File: config.mk
export PLATFORM = sky130hd
export DESIGN_NAME = dfs_supervisor
export DESIGN_NICKNAME = d
export VERILOG_FILES = /design/src/hdl/dfs_supervisor.v
export VERILOG_INCLUDE_DIRS = /design/src /design/src/hdl
export SDC_FILE = /design/constraint.sdc
export NUM_CORES = 1
export LEC_CHECK = 0
export BUFFER_PORTS_ARGS = -buffer_cell sky130_fd_sc_hd__buf_2
export CAP_MARGIN = 5
export CORE_AREA = 2 2 137 139
export CTS_CLUSTER_DIAMETER = 100
export DETAILED_ROUTE_END_ITERATION = 10
export DIE_AREA = 0 0 139 141
export PLACE_DENSITY_LB_ADDON = 0.12
export SKIP_LAST_GASP = 1
export SLEW_MARGIN = 30
export SYNTH_ARGS = -nofsm -noshare
export SYNTH_HDL_FRONTEND = slang
export SYNTH_SLANG_ARGS = --single-unit
File: constraint.sdc
create_clock -name i_clk -period 3.1 [get_ports i_clk]
set_clock_uncertainty 0.1 [all_clocks]
set_input_delay 0.31 -clock i_clk [delete_from_list [all_inputs] [get_ports i_clk]]
set_output_delay 0.31 -clock i_clk [all_outputs]
set_load 0.01 [all_outputs]
File: src/hdl/dfs_map.vh
`ifndef DFS_MAP_VH
`define DFS_MAP_VH
// Measurement and limit width
`define DFS_MEAS_W        16
// Timer width for temperature qualification
`define DFS_TMR_W         16
// Error vector bit positions
`define DFS_ERR_W         13
`define DFS_E_LOGIC_UV    0
`define DFS_E_OVERCUR     1
`define DFS_E_CSQT        2
`define DFS_E_FOLLOW      3
`define DFS_E_PARMEM      4
`define DFS_E_BUS         5
`define DFS_E_PROC        6
`define DFS_E_PS_OV       7
`define DFS_E_PS_UV       8
`define DFS_E_DRV_OT      9
`define DFS_E_MOT_OT      10
`define DFS_E_SHORT       11
`define DFS_E_SENSOR      12
// Drive state encodings (one-hot)
`define DFS_ST_W          4
`define DFS_ST_SOD        4'h1
`define DFS_ST_RUN        4'h2
`define DFS_ST_FRA        4'h4
`define DFS_ST_FAULT      4'h8
// Short circuit detection floor, volts, in measurement LSB of 0.1 V
`define DFS_SC_MIN_V      10
`define DFS_SC_MIN_CODE   16'h0064
// Encoder defaults
`define DFS_ENC_PPR       2048
`define DFS_ENC_MAX_KHZ   700
`define DFS_CLK_KHZ       10000
// Minimum encoder edge spacing, in cycles (rounded down, at least one)
`define DFS_ENC_MIN_CYC   (`DFS_CLK_KHZ / (`DFS_ENC_MAX_KHZ * 4) > 0 ? `DFS_CLK_KHZ / (`DFS_ENC_MAX_KHZ * 4) : 1)
`endif

File: src/hdl/dfs_supervisor.v
// Contract
// Logic supply below minimum raises undervoltage error.
// Output current above limit raises overcurrent error.
// RMS current above programmed limit raises current-squared-time error.
// Following error above limit raises error unless masked.
// Failed parameter memory read or write raises error.
// Fieldbus communication failure raises error.
// Procedure start or end failure, incl. homing timeout, raises error.
// Power stage voltage above upper limit raises overvoltage error.
// Power stage absent or below lower limit raises undervoltage error.
// Drive and motor temperature over their limits raise separate errors.
// Temperature errors raise only after condition outlasts programmed time.
// Any active error passes fault reaction active, then fault. Code: only unmasked errors do, from switch on disabled or run.
// Errors stay latched until reset and are readable.
// Error reset clears a latch only when its cause is gone.
// Successful reset moves fault to switch on disabled.
// Controller removes cause, resets, then checks ready.
// Masked following error lets the move continue.
// Masked power undervoltage is only a warning; drive stays ready.
// Short circuit not detected below 10 V power stage voltage.
// Encoder default 2048 ppr, software set; up to 700 kHz.
// Commutation tracks are spaced 120 electrical degrees.
// Brake on releases, off holds; overload disables switch.
// Mask bits, timer enables; reset clears latches and timers.
// Combined fault on unmasked latched error; masked undervoltage is warning.
`timescale 1ns/1ps
`default_nettype none
`include "dfs_map.vh"
module dfs_supervisor #(
    parameter MW  = `DFS_MEAS_W,
    parameter TW  = `DFS_TMR_W,
    parameter PPR = `DFS_ENC_PPR
) (
    // Clock and reset
    input  wire          i_clk,
    input  wire          i_rst,

    // Measurements from the sense chain
    input  wire [MW-1:0] i_logic_v,
    input  wire [MW-1:0] i_out_cur,
    input  wire [MW-1:0] i_rms_cur,
    input  wire [MW-1:0] i_follow_err,
    input  wire [MW-1:0] i_ps_v,
    input  wire [MW-1:0] i_drv_temp,
    input  wire [MW-1:0] i_mot_temp,

    // Programmed limits
    input  wire [MW-1:0] i_logic_v_min,
    input  wire [MW-1:0] i_cur_max,
    input  wire [MW-1:0] i_csqt_max,
    input  wire [MW-1:0] i_follow_max,
    input  wire [MW-1:0] i_ps_v_max,
    input  wire [MW-1:0] i_ps_v_min,
    input  wire [MW-1:0] i_drv_temp_max,
    input  wire [MW-1:0] i_mot_temp_max,
    input  wire [TW-1:0] i_drv_temp_time,
    input  wire [TW-1:0] i_mot_temp_time,

    // Masks and timer enables
    input  wire          i_mask_follow,
    input  wire          i_mask_ps_uv,
    input  wire          i_tmr_en_drv,
    input  wire          i_tmr_en_mot,

    // Event strobes from firmware side logic
    input  wire          i_parmem_fail,
    input  wire          i_bus_fail,
    input  wire          i_proc_fail,
    input  wire          i_short_det,

    // Control requests
    input  wire          i_err_reset,
    input  wire          i_enable_req,
    input  wire          i_brake_release,
    input  wire [15:0]   i_enc_ppr,
    input  wire          i_enc_ppr_wr,

    // Pins from the motor
    input  wire          i_enc_a,
    input  wire          i_enc_b,
    input  wire          i_commutation_track_u,
    input  wire          i_commutation_track_v,
    input  wire          i_commutation_track_w,
    input  wire          i_brake_overload,

    // Status outputs
    output reg  [`DFS_ERR_W-1:0] o_err_status,
    output reg  [`DFS_ST_W-1:0]  o_drive_state,
    output reg                   o_fault,
    output reg                   o_ps_uv_warn,
    output reg                   o_ready,
    output reg                   o_move_allow,
    output reg  [15:0]           o_enc_ppr,
    output reg                   o_brake_positive_output,
    output reg                   o_brake_negative_output
);

    // Reset resolution, cut to the register width on purpose
    localparam [15:0]  PPR_DEF   = PPR[15:0];
    // Shortest legal spacing of encoder edges, in clock cycles
    localparam integer ENC_MIN_I = `DFS_ENC_MIN_CYC;
    localparam [7:0]   ENC_MIN   = ENC_MIN_I[7:0];

    // Two-stage synchronisers for pin inputs: a, b, u, v, w, overload.
    // They run through reset, so the first sample after release is live
    // and no phantom sensor fault or encoder edge follows reset.
    reg [5:0] pin_s1_q;
    reg [5:0] pin_s2_q;
    always @(posedge i_clk) begin
        pin_s1_q <= {i_brake_overload, i_commutation_track_w, i_commutation_track_v,
                     i_commutation_track_u, i_enc_b, i_enc_a};
        pin_s2_q <= pin_s1_q;
    end

    // Previous synchronised samples for edge checks
    reg [4:0] pin_prev_q;
    reg [7:0] enc_gap_q;
    reg       sensor_bad;
    // A change on either quadrature track is one edge
    wire      enc_edge = (pin_s2_q[1:0] != pin_prev_q[1:0]);
    // Commutation code as w, v, u
    wire [2:0] hall = pin_s2_q[4:2];

    // Last sample, kept through reset like the synchronisers
    always @(posedge i_clk) begin
        pin_prev_q <= pin_s2_q[4:0];
    end

    // Cycles since the last encoder edge, saturating at all ones
    always @(posedge i_clk) begin
        if (i_rst) begin
            enc_gap_q <= 8'hFF;
        end else begin
            if (enc_edge)
                enc_gap_q <= 8'h00;
            else if (enc_gap_q != 8'hFF)
                enc_gap_q <= enc_gap_q + 8'h01;
        end
    end

    // Both quadrature tracks moving at once means a lost edge
    wire enc_jump = (pin_s2_q[0] != pin_prev_q[0]) && (pin_s2_q[1] != pin_prev_q[1]);
    // Edges closer than the top pulse rate point at noise, not motion
    wire enc_fast = enc_edge && (enc_gap_q < ENC_MIN - 8'h01);
    // Tracks 120 degrees apart never read all low or all high
    wire hall_bad = (hall == 3'h0) || (hall == 3'h7);

    // Sensor health: any of the three reasons above
    always @* begin
        sensor_bad = 1'b0;
        if (enc_jump)
            sensor_bad = 1'b1;
        if (enc_fast)
            sensor_bad = 1'b1;
        if (hall_bad)
            sensor_bad = 1'b1;
    end

    // Encoder resolution register, software settable
    // Held for the position logic; nothing here scales by it
    always @(posedge i_clk) begin
        if (i_rst)
            o_enc_ppr <= PPR_DEF;
        else if (i_enc_ppr_wr)
            o_enc_ppr <= i_enc_ppr;
    end

    // The timer compare is strict, so a qualification time of N
    // reports on the hot edge after the counter has passed N.
    // Temperature qualification timers
    reg [TW-1:0] drv_tmr_q;
    reg [TW-1:0] mot_tmr_q;
    // Raw over-limit conditions, before qualification
    wire drv_hot = i_drv_temp > i_drv_temp_max;
    wire mot_hot = i_mot_temp > i_mot_temp_max;
    // A disabled timer reports at once; an enabled one waits
    wire drv_ot  = drv_hot && (!i_tmr_en_drv || drv_tmr_q > i_drv_temp_time);
    wire mot_ot  = mot_hot && (!i_tmr_en_mot || mot_tmr_q > i_mot_temp_time);
    always @(posedge i_clk) begin
        if (i_rst) begin
            drv_tmr_q <= {TW{1'b0}};
            mot_tmr_q <= {TW{1'b0}};
        end else begin
            // Saturate rather than wrap so a long overheat stays reported
            if (!drv_hot)
                drv_tmr_q <= {TW{1'b0}};
            else if (drv_tmr_q != {TW{1'b1}})
                drv_tmr_q <= drv_tmr_q + {{(TW-1){1'b0}}, 1'b1};

            // Motor sensor, same scheme; restarts keep spikes from adding up
            if (!mot_hot)
                mot_tmr_q <= {TW{1'b0}};
            else if (mot_tmr_q != {TW{1'b1}})
                mot_tmr_q <= mot_tmr_q + {{(TW-1){1'b0}}, 1'b1};
        end
    end

    // Limitations: measurements are compared as unsigned codes with no
    // hysteresis, so a value sitting on a limit can chatter; the latch
    // hides that chatter from the state machine.
    // Event strobes are level sensitive: a held strobe keeps its
    // error alive and blocks the reset until it drops.
    // Live error causes
    reg [`DFS_ERR_W-1:0] cause;
    always @* begin
        cause = {`DFS_ERR_W{1'b0}};
        // Supplies, current and following error
        cause[`DFS_E_LOGIC_UV] = i_logic_v < i_logic_v_min;
        cause[`DFS_E_OVERCUR]  = i_out_cur > i_cur_max;
        cause[`DFS_E_CSQT]     = i_rms_cur > i_csqt_max;
        cause[`DFS_E_FOLLOW]   = i_follow_err > i_follow_max;
        // Events reported by firmware side logic
        cause[`DFS_E_PARMEM]   = i_parmem_fail;
        cause[`DFS_E_BUS]      = i_bus_fail;
        cause[`DFS_E_PROC]     = i_proc_fail;
        // Power stage window
        cause[`DFS_E_PS_OV]    = i_ps_v > i_ps_v_max;
        cause[`DFS_E_PS_UV]    = i_ps_v < i_ps_v_min;
        // Qualified temperatures
        cause[`DFS_E_DRV_OT]   = drv_ot;
        cause[`DFS_E_MOT_OT]   = mot_ot;
        // Short circuit sense is meaningless on a collapsed supply
        cause[`DFS_E_SHORT]    = i_short_det &&
                                 (i_ps_v >= `DFS_SC_MIN_CODE);
        cause[`DFS_E_SENSOR]   = sensor_bad;
    end

    // Masked errors still latch but do not count as faults;
    // only the two maskable bits ever carry a mask
    reg [`DFS_ERR_W-1:0] mask_vec;
    always @* begin
        mask_vec = {`DFS_ERR_W{1'b0}};
        mask_vec[`DFS_E_FOLLOW] = i_mask_follow;
        mask_vec[`DFS_E_PS_UV]  = i_mask_ps_uv;
    end

    // Sticky latches, one term per error bit
    wire [`DFS_ERR_W-1:0] err_d;
    genvar gi;
    generate
        for (gi = 0; gi < `DFS_ERR_W; gi = gi + 1) begin : g_latch
            // A live cause wins over a reset request
            assign err_d[gi] = cause[gi] ||
                               (o_err_status[gi] && !(i_err_reset && !cause[gi]));
        end
    endgenerate
    wire any_unmasked = |(err_d & ~mask_vec);
    always @(posedge i_clk) begin
        if (i_rst) begin
            o_err_status <= {`DFS_ERR_W{1'b0}};
            o_fault      <= 1'b0;
            o_ps_uv_warn <= 1'b0;
        end else begin
            o_err_status <= err_d;
            o_fault      <= any_unmasked;
            // Warning only while masked; the latched bit still shows
            o_ps_uv_warn <= err_d[`DFS_E_PS_UV] & i_mask_ps_uv;
        end
    end

    // The state machine reacts to the same-cycle error vector, so the
    // fault indication and the fault reaction state appear together.
    // Fault reaction lasts exactly one cycle here; a slower stop ramp
    // would sit outside this block.
    // Drive state machine
    localparam [3:0] ST_SOD   = `DFS_ST_SOD;
    localparam [3:0] ST_RUN   = `DFS_ST_RUN;
    localparam [3:0] ST_FRA   = `DFS_ST_FRA;
    localparam [3:0] ST_FAULT = `DFS_ST_FAULT;

    reg [3:0] st_d;
    always @* begin
        st_d = o_drive_state;
        case (o_drive_state)
            // Switch on disabled: wait for an enable request
            ST_SOD: begin
                if (any_unmasked)
                    st_d = ST_FRA;
                else if (i_enable_req)
                    st_d = ST_RUN;
            end
            // Run: drop back when the request goes away
            ST_RUN: begin
                if (any_unmasked)
                    st_d = ST_FRA;
                else if (!i_enable_req)
                    st_d = ST_SOD;
            end
            // Fault reaction: a single pass-through cycle
            ST_FRA: begin
                st_d = ST_FAULT;
            end
            // Fault: wait for a reset that finds every unmasked cause gone
            ST_FAULT: begin
                // Leave only when the reset really emptied the unmasked set
                if (i_err_reset && !any_unmasked)
                    st_d = ST_SOD;
            end
            // Any illegal code falls back to the safe state
            default: begin
                st_d = ST_SOD;
            end
        endcase
    end

    always @(posedge i_clk) begin
        if (i_rst) begin
            o_drive_state <= ST_SOD;
            o_ready       <= 1'b0;
            o_move_allow  <= 1'b0;
        end else begin
            // Flags follow the next state so they line up with it
            o_drive_state <= st_d;
            // Masked power undervoltage does not block readiness
            o_ready       <= (st_d == ST_SOD) || (st_d == ST_RUN);
            o_move_allow  <= (st_d == ST_RUN);
        end
    end

    // The trip is taken from the synchronised pin only, so a glitch
    // shorter than a clock can be missed; the switch's own protection
    // covers that case.
    // Brake switch: energised releases the shaft, overload trips it off
    reg brk_trip_q;
    always @(posedge i_clk) begin
        if (i_rst) begin
            brk_trip_q              <= 1'b0;
            o_brake_positive_output <= 1'b0;
            o_brake_negative_output <= 1'b0;
        end else begin
            // Overload trip holds until an error reset; set wins over clear
            if (pin_s2_q[5])
                brk_trip_q <= 1'b1;
            else if (i_err_reset)
                brk_trip_q <= 1'b0;
            o_brake_positive_output <= i_brake_release && !brk_trip_q &&
                                       !pin_s2_q[5] && (st_d == ST_RUN);
            // Return pole stays low; the switch acts on the positive side
            o_brake_negative_output <= 1'b0;
        end
    end

endmodule // dfs_supervisor
`default_nettype wire

==> flow_metrics.tcl <==
set metrics [dict create \
    comb_power_share_pct 26.6 \
    grt_pass1_wl_mm 34.6 \
    p_leak_nw 5.51 \
    cts_sinks 93 \
    drt_wl_total_mm 21.4 \
    cts-root-buf "clkbuf_16" \
    wire_per_inst_um 13.8 \
    hold_start "i_enc_ppr[11]" \
    critical_path_required_ps 3290 \
    route.antenna.remaining_nets 0 \
    seqCellArea_um2 1860 \
    status "complete, no violations" \
    insertion_delay_ps 340 \
    row_count 50 \
    fin_cells 1547 \
    clkPwrFrac_pct 33.5 \
    nFillCells 1794 \
    ir_worst_vdd_v 0.000259 \
    fmax_ghz 0.351 \
    hold_depth 3 \
    multi_input_area_um2 5000 \
    setup_ws_ps 249 \
    rr_startpoint "drv_tmr_q[13]$_SDFFE_PP0P_" \
    synth.avg_cell_area_um2 7.95 \
    netlist-cell-type-count 65 \
    min_period_over_period_pct 92.0 \
    routabilityCongestion 0.870 \
    swShare_pct 30.9 \
    clkTransAtPathRegs_ps 70 \
    grt_max_degree 34 \
    drive_above_1_share_pct 29.2 \
    fp.dieArea_um2 19600 \
    slew_headroom_pct 59.6 \
    synth.largest_area_cell "ha_1" \
    tns_ps 0 \
    nNetsFinal 1777 \
    route.detailed.drc 0 \
    dr.pass1.iters 4 \
    n_antenna_cell 0 \
    power.switching_mw 1.01 \
    critPathMaxFanout 6 \
    hold-path-endpoint "o_enc_ppr[11]$_SDFFE_PP1P_" \
    dp_hpwl_mm 18.5 \
    synth-simple-area-share_pct 19.2 \
    start_util_pct 41.4 \
    crit_type "reg2reg" \
    synth_fp_nets 1419 \
    design_area_um2 9920 \
    postSynth.asyncResetShare_pct 0 \
    synth_ff_type "dfxtp_1" \
    die_width_um 139 \
    cts_setup_buffers 0 \
    finalHoldViolations 0 \
    p_per_area_nw_per_um2 328 \
    core_area_um2 18300 \
    synth_edf_count 0 \
    dpl_cell_area_um2 9570 \
    netlist_area_um2 7560 \
    max_cap_violations 0 \
    preCtsSetupSlack_ps 179 \
    yosysSeqAreaShare_pct 24.6 \
    start_kind "flip-flop" \
    ctsHtreeMaxLevel 3 \
    synthMuxAreaShare_pct 2.78 \
    area_delta_synth_final_pct 31.2 \
    vias 7538 \
    clockBufferDepth 2 \
    postSynthCellCount 950 \
    synthAdderAreaFrac_pct 26.7 \
    ff2ff_setup_slack_ps 250 \
    min_period_ps 2850 \
    worstRegToRegCells 10 \
    final_util_pct 54.3 \
    slew_viol_final 0 \
    yosysMostFrequentCell "inv_1" \
    grt_usage_pct 21.6 \
    ios 347 \
    numCtsBuffers 9 \
    grt_antenna_before_repair 0 \
    ys_ff_latch 93 \
    drt_iter0_drc 272 \
    place.port_buffers 345 \
    r2r_end "o_brake_positive_output$_SDFF_PP0_" \
    crit_arrival_ps 3040 \
    tritoncts "done" \
    worst_pin_slew_ps 605 \
    hold_class "in2reg" \
    die_h_um 141 \
    synth_xor_area_share_pct 3.13 \
    synth_common_cells "inv_1, ha_1, nor2_1, dfxtp_1, a21oi_1" \
    rsz0062_at_grt "no" \
    yosysTopAreaCellShare_pct 26.7 \
    cell_internal_pwr_mw 2.25 \
    dp.cells 1525 \
    synth_top_family_by_area "adder cells" \
    cp-end-kind "flip-flop" \
    synth-compound-area-share_pct 14.3 \
    via_per_inst 4.87 \
    grt_pass1_vias 7409 \
    yosys_warnings 0 \
    synthTopCellsByArea "ha_1, dfxtp_1, inv_1" \
    seq_power_share_pct 39.9 \
    setup_violations 0 \
    grt_overflow_total 0 \
]
state kept, by name, indices dropped and copies added (netlist names):
register and cells:
mot_tmr_q 16, enc_gap_q 8, drv_tmr_q 16, o_err_status 13, o_fault 1, o_ready 1, pin_prev_q 2, brk_trip_q 1
o_brake_positive_output 1, o_move_allow 1, o_ps_uv_warn 1, o_enc_ppr 16, o_drive_state 4, pin_s1_q 6, pin_s2_q 6
worst max-delay path by stage:
stage / start / to / cells after the start
global placement: i_mot_temp[1] / o_brake_positive_output$_SDFF_PP0_ / 11
floorplan: i_mot_temp_max[1] / o_brake_positive_output$_SDFF_PP0_ / 11
detailed placement: i_mot_temp[1] / o_brake_positive_output$_SDFF_PP0_ / 11
global route: drv_tmr_q[13]$_SDFFE_PP0P_ / o_brake_positive_output$_SDFF_PP0_ / 10
CTS: drv_tmr_q[13]$_SDFFE_PP0P_ / o_brake_positive_output$_SDFF_PP0_ / 10
finish: drv_tmr_q[13]$_SDFFE_PP0P_ / o_brake_positive_output$_SDFF_PP0_ / 10
metrics by stage:
stage / power (mW) / hold WS [ps]
after floorplan: 1.81 / 210
after global placement: 2.18 / 212
after detailed placement: 2.20 / 212
after CTS: 3.30 / 84.3
after global routing: 3.50 / 74.3
final: 3.26 / 91.6
layout by cell type (no fill, tap or decap), drive strengths merged, types with 7 or more instances in the layout:
cell	count
o21a	7
xnor2	10
nand4	37
clkbuf	9
o21ai	30
a21o	7
inv	176
buf	351
nor2b	8
nand2	59
nand3	31
xor2	17
mux2i	21
a21oi	69
ha	161
dfxtp	93
nor4	9
nor3	18
nor2	99
layer usage:
metal	wire [µm]	track usage, %	vias up
met5	0	0	-
met1	9220	25.8	3302
li1	-	-	4003
met4	301	5.42	0
met2	10700	40.2	217
met3	1140	3.67	16
power by group through the flow:
stage	Clock (mW)	Sequential (mW)	Combinational [mW]
6_report	1.09	1.30	0.866
5_1_grt	1.19	1.31	0.999
4_1_cts	1.12	1.30	0.880
3_5_place_dp	0	1.33	0.870
3_3_place_gp	0	1.33	0.857
2_1_floorplan	0	1.34	0.471
what timing repair did:
| item | 4_1_cts | 5_1_grt |
|---|---|---|
| hold endpoints to repair | 6 | 0 |
| gates resized for setup | 0 | 0 |
| hold buffers | 6 | 0 |
layout make-up:
| class | instances | area share (%) |
|---|---|---|
| Clock buffer | 9 | 2.27 |
| Sequential cell | 93 | 18.8 |
| Inverter | 172 | 6.51 |
| Tap cell | 234 | 2.95 |
| Clock inverter | 7 | 0.631 |
| Multi-Input combinational cell | 675 | 50.4 |
| Timing Repair Buffer | 357 | 18.5 |
worst max-delay path: stages, from the launching register on:
cell and delay [ps]:
dfxtp_1 370, ha_1 320, nand4_1 150, nor2_1 170
nand4_1 130, or3_1 410, o211ai_2 130, o2111ai_2 220
nor4_4 370, and4_4 270, and3_1 140
cells by family after synthesis:
group | count (synthesis)
mux | 21
fa+ha+maj | 161
other cells | 1
flops | 93
buf+inv | 182
simple gates | 297
compound gates | 168
xor+xnor | 27
(Power assumes the default switching activity.)
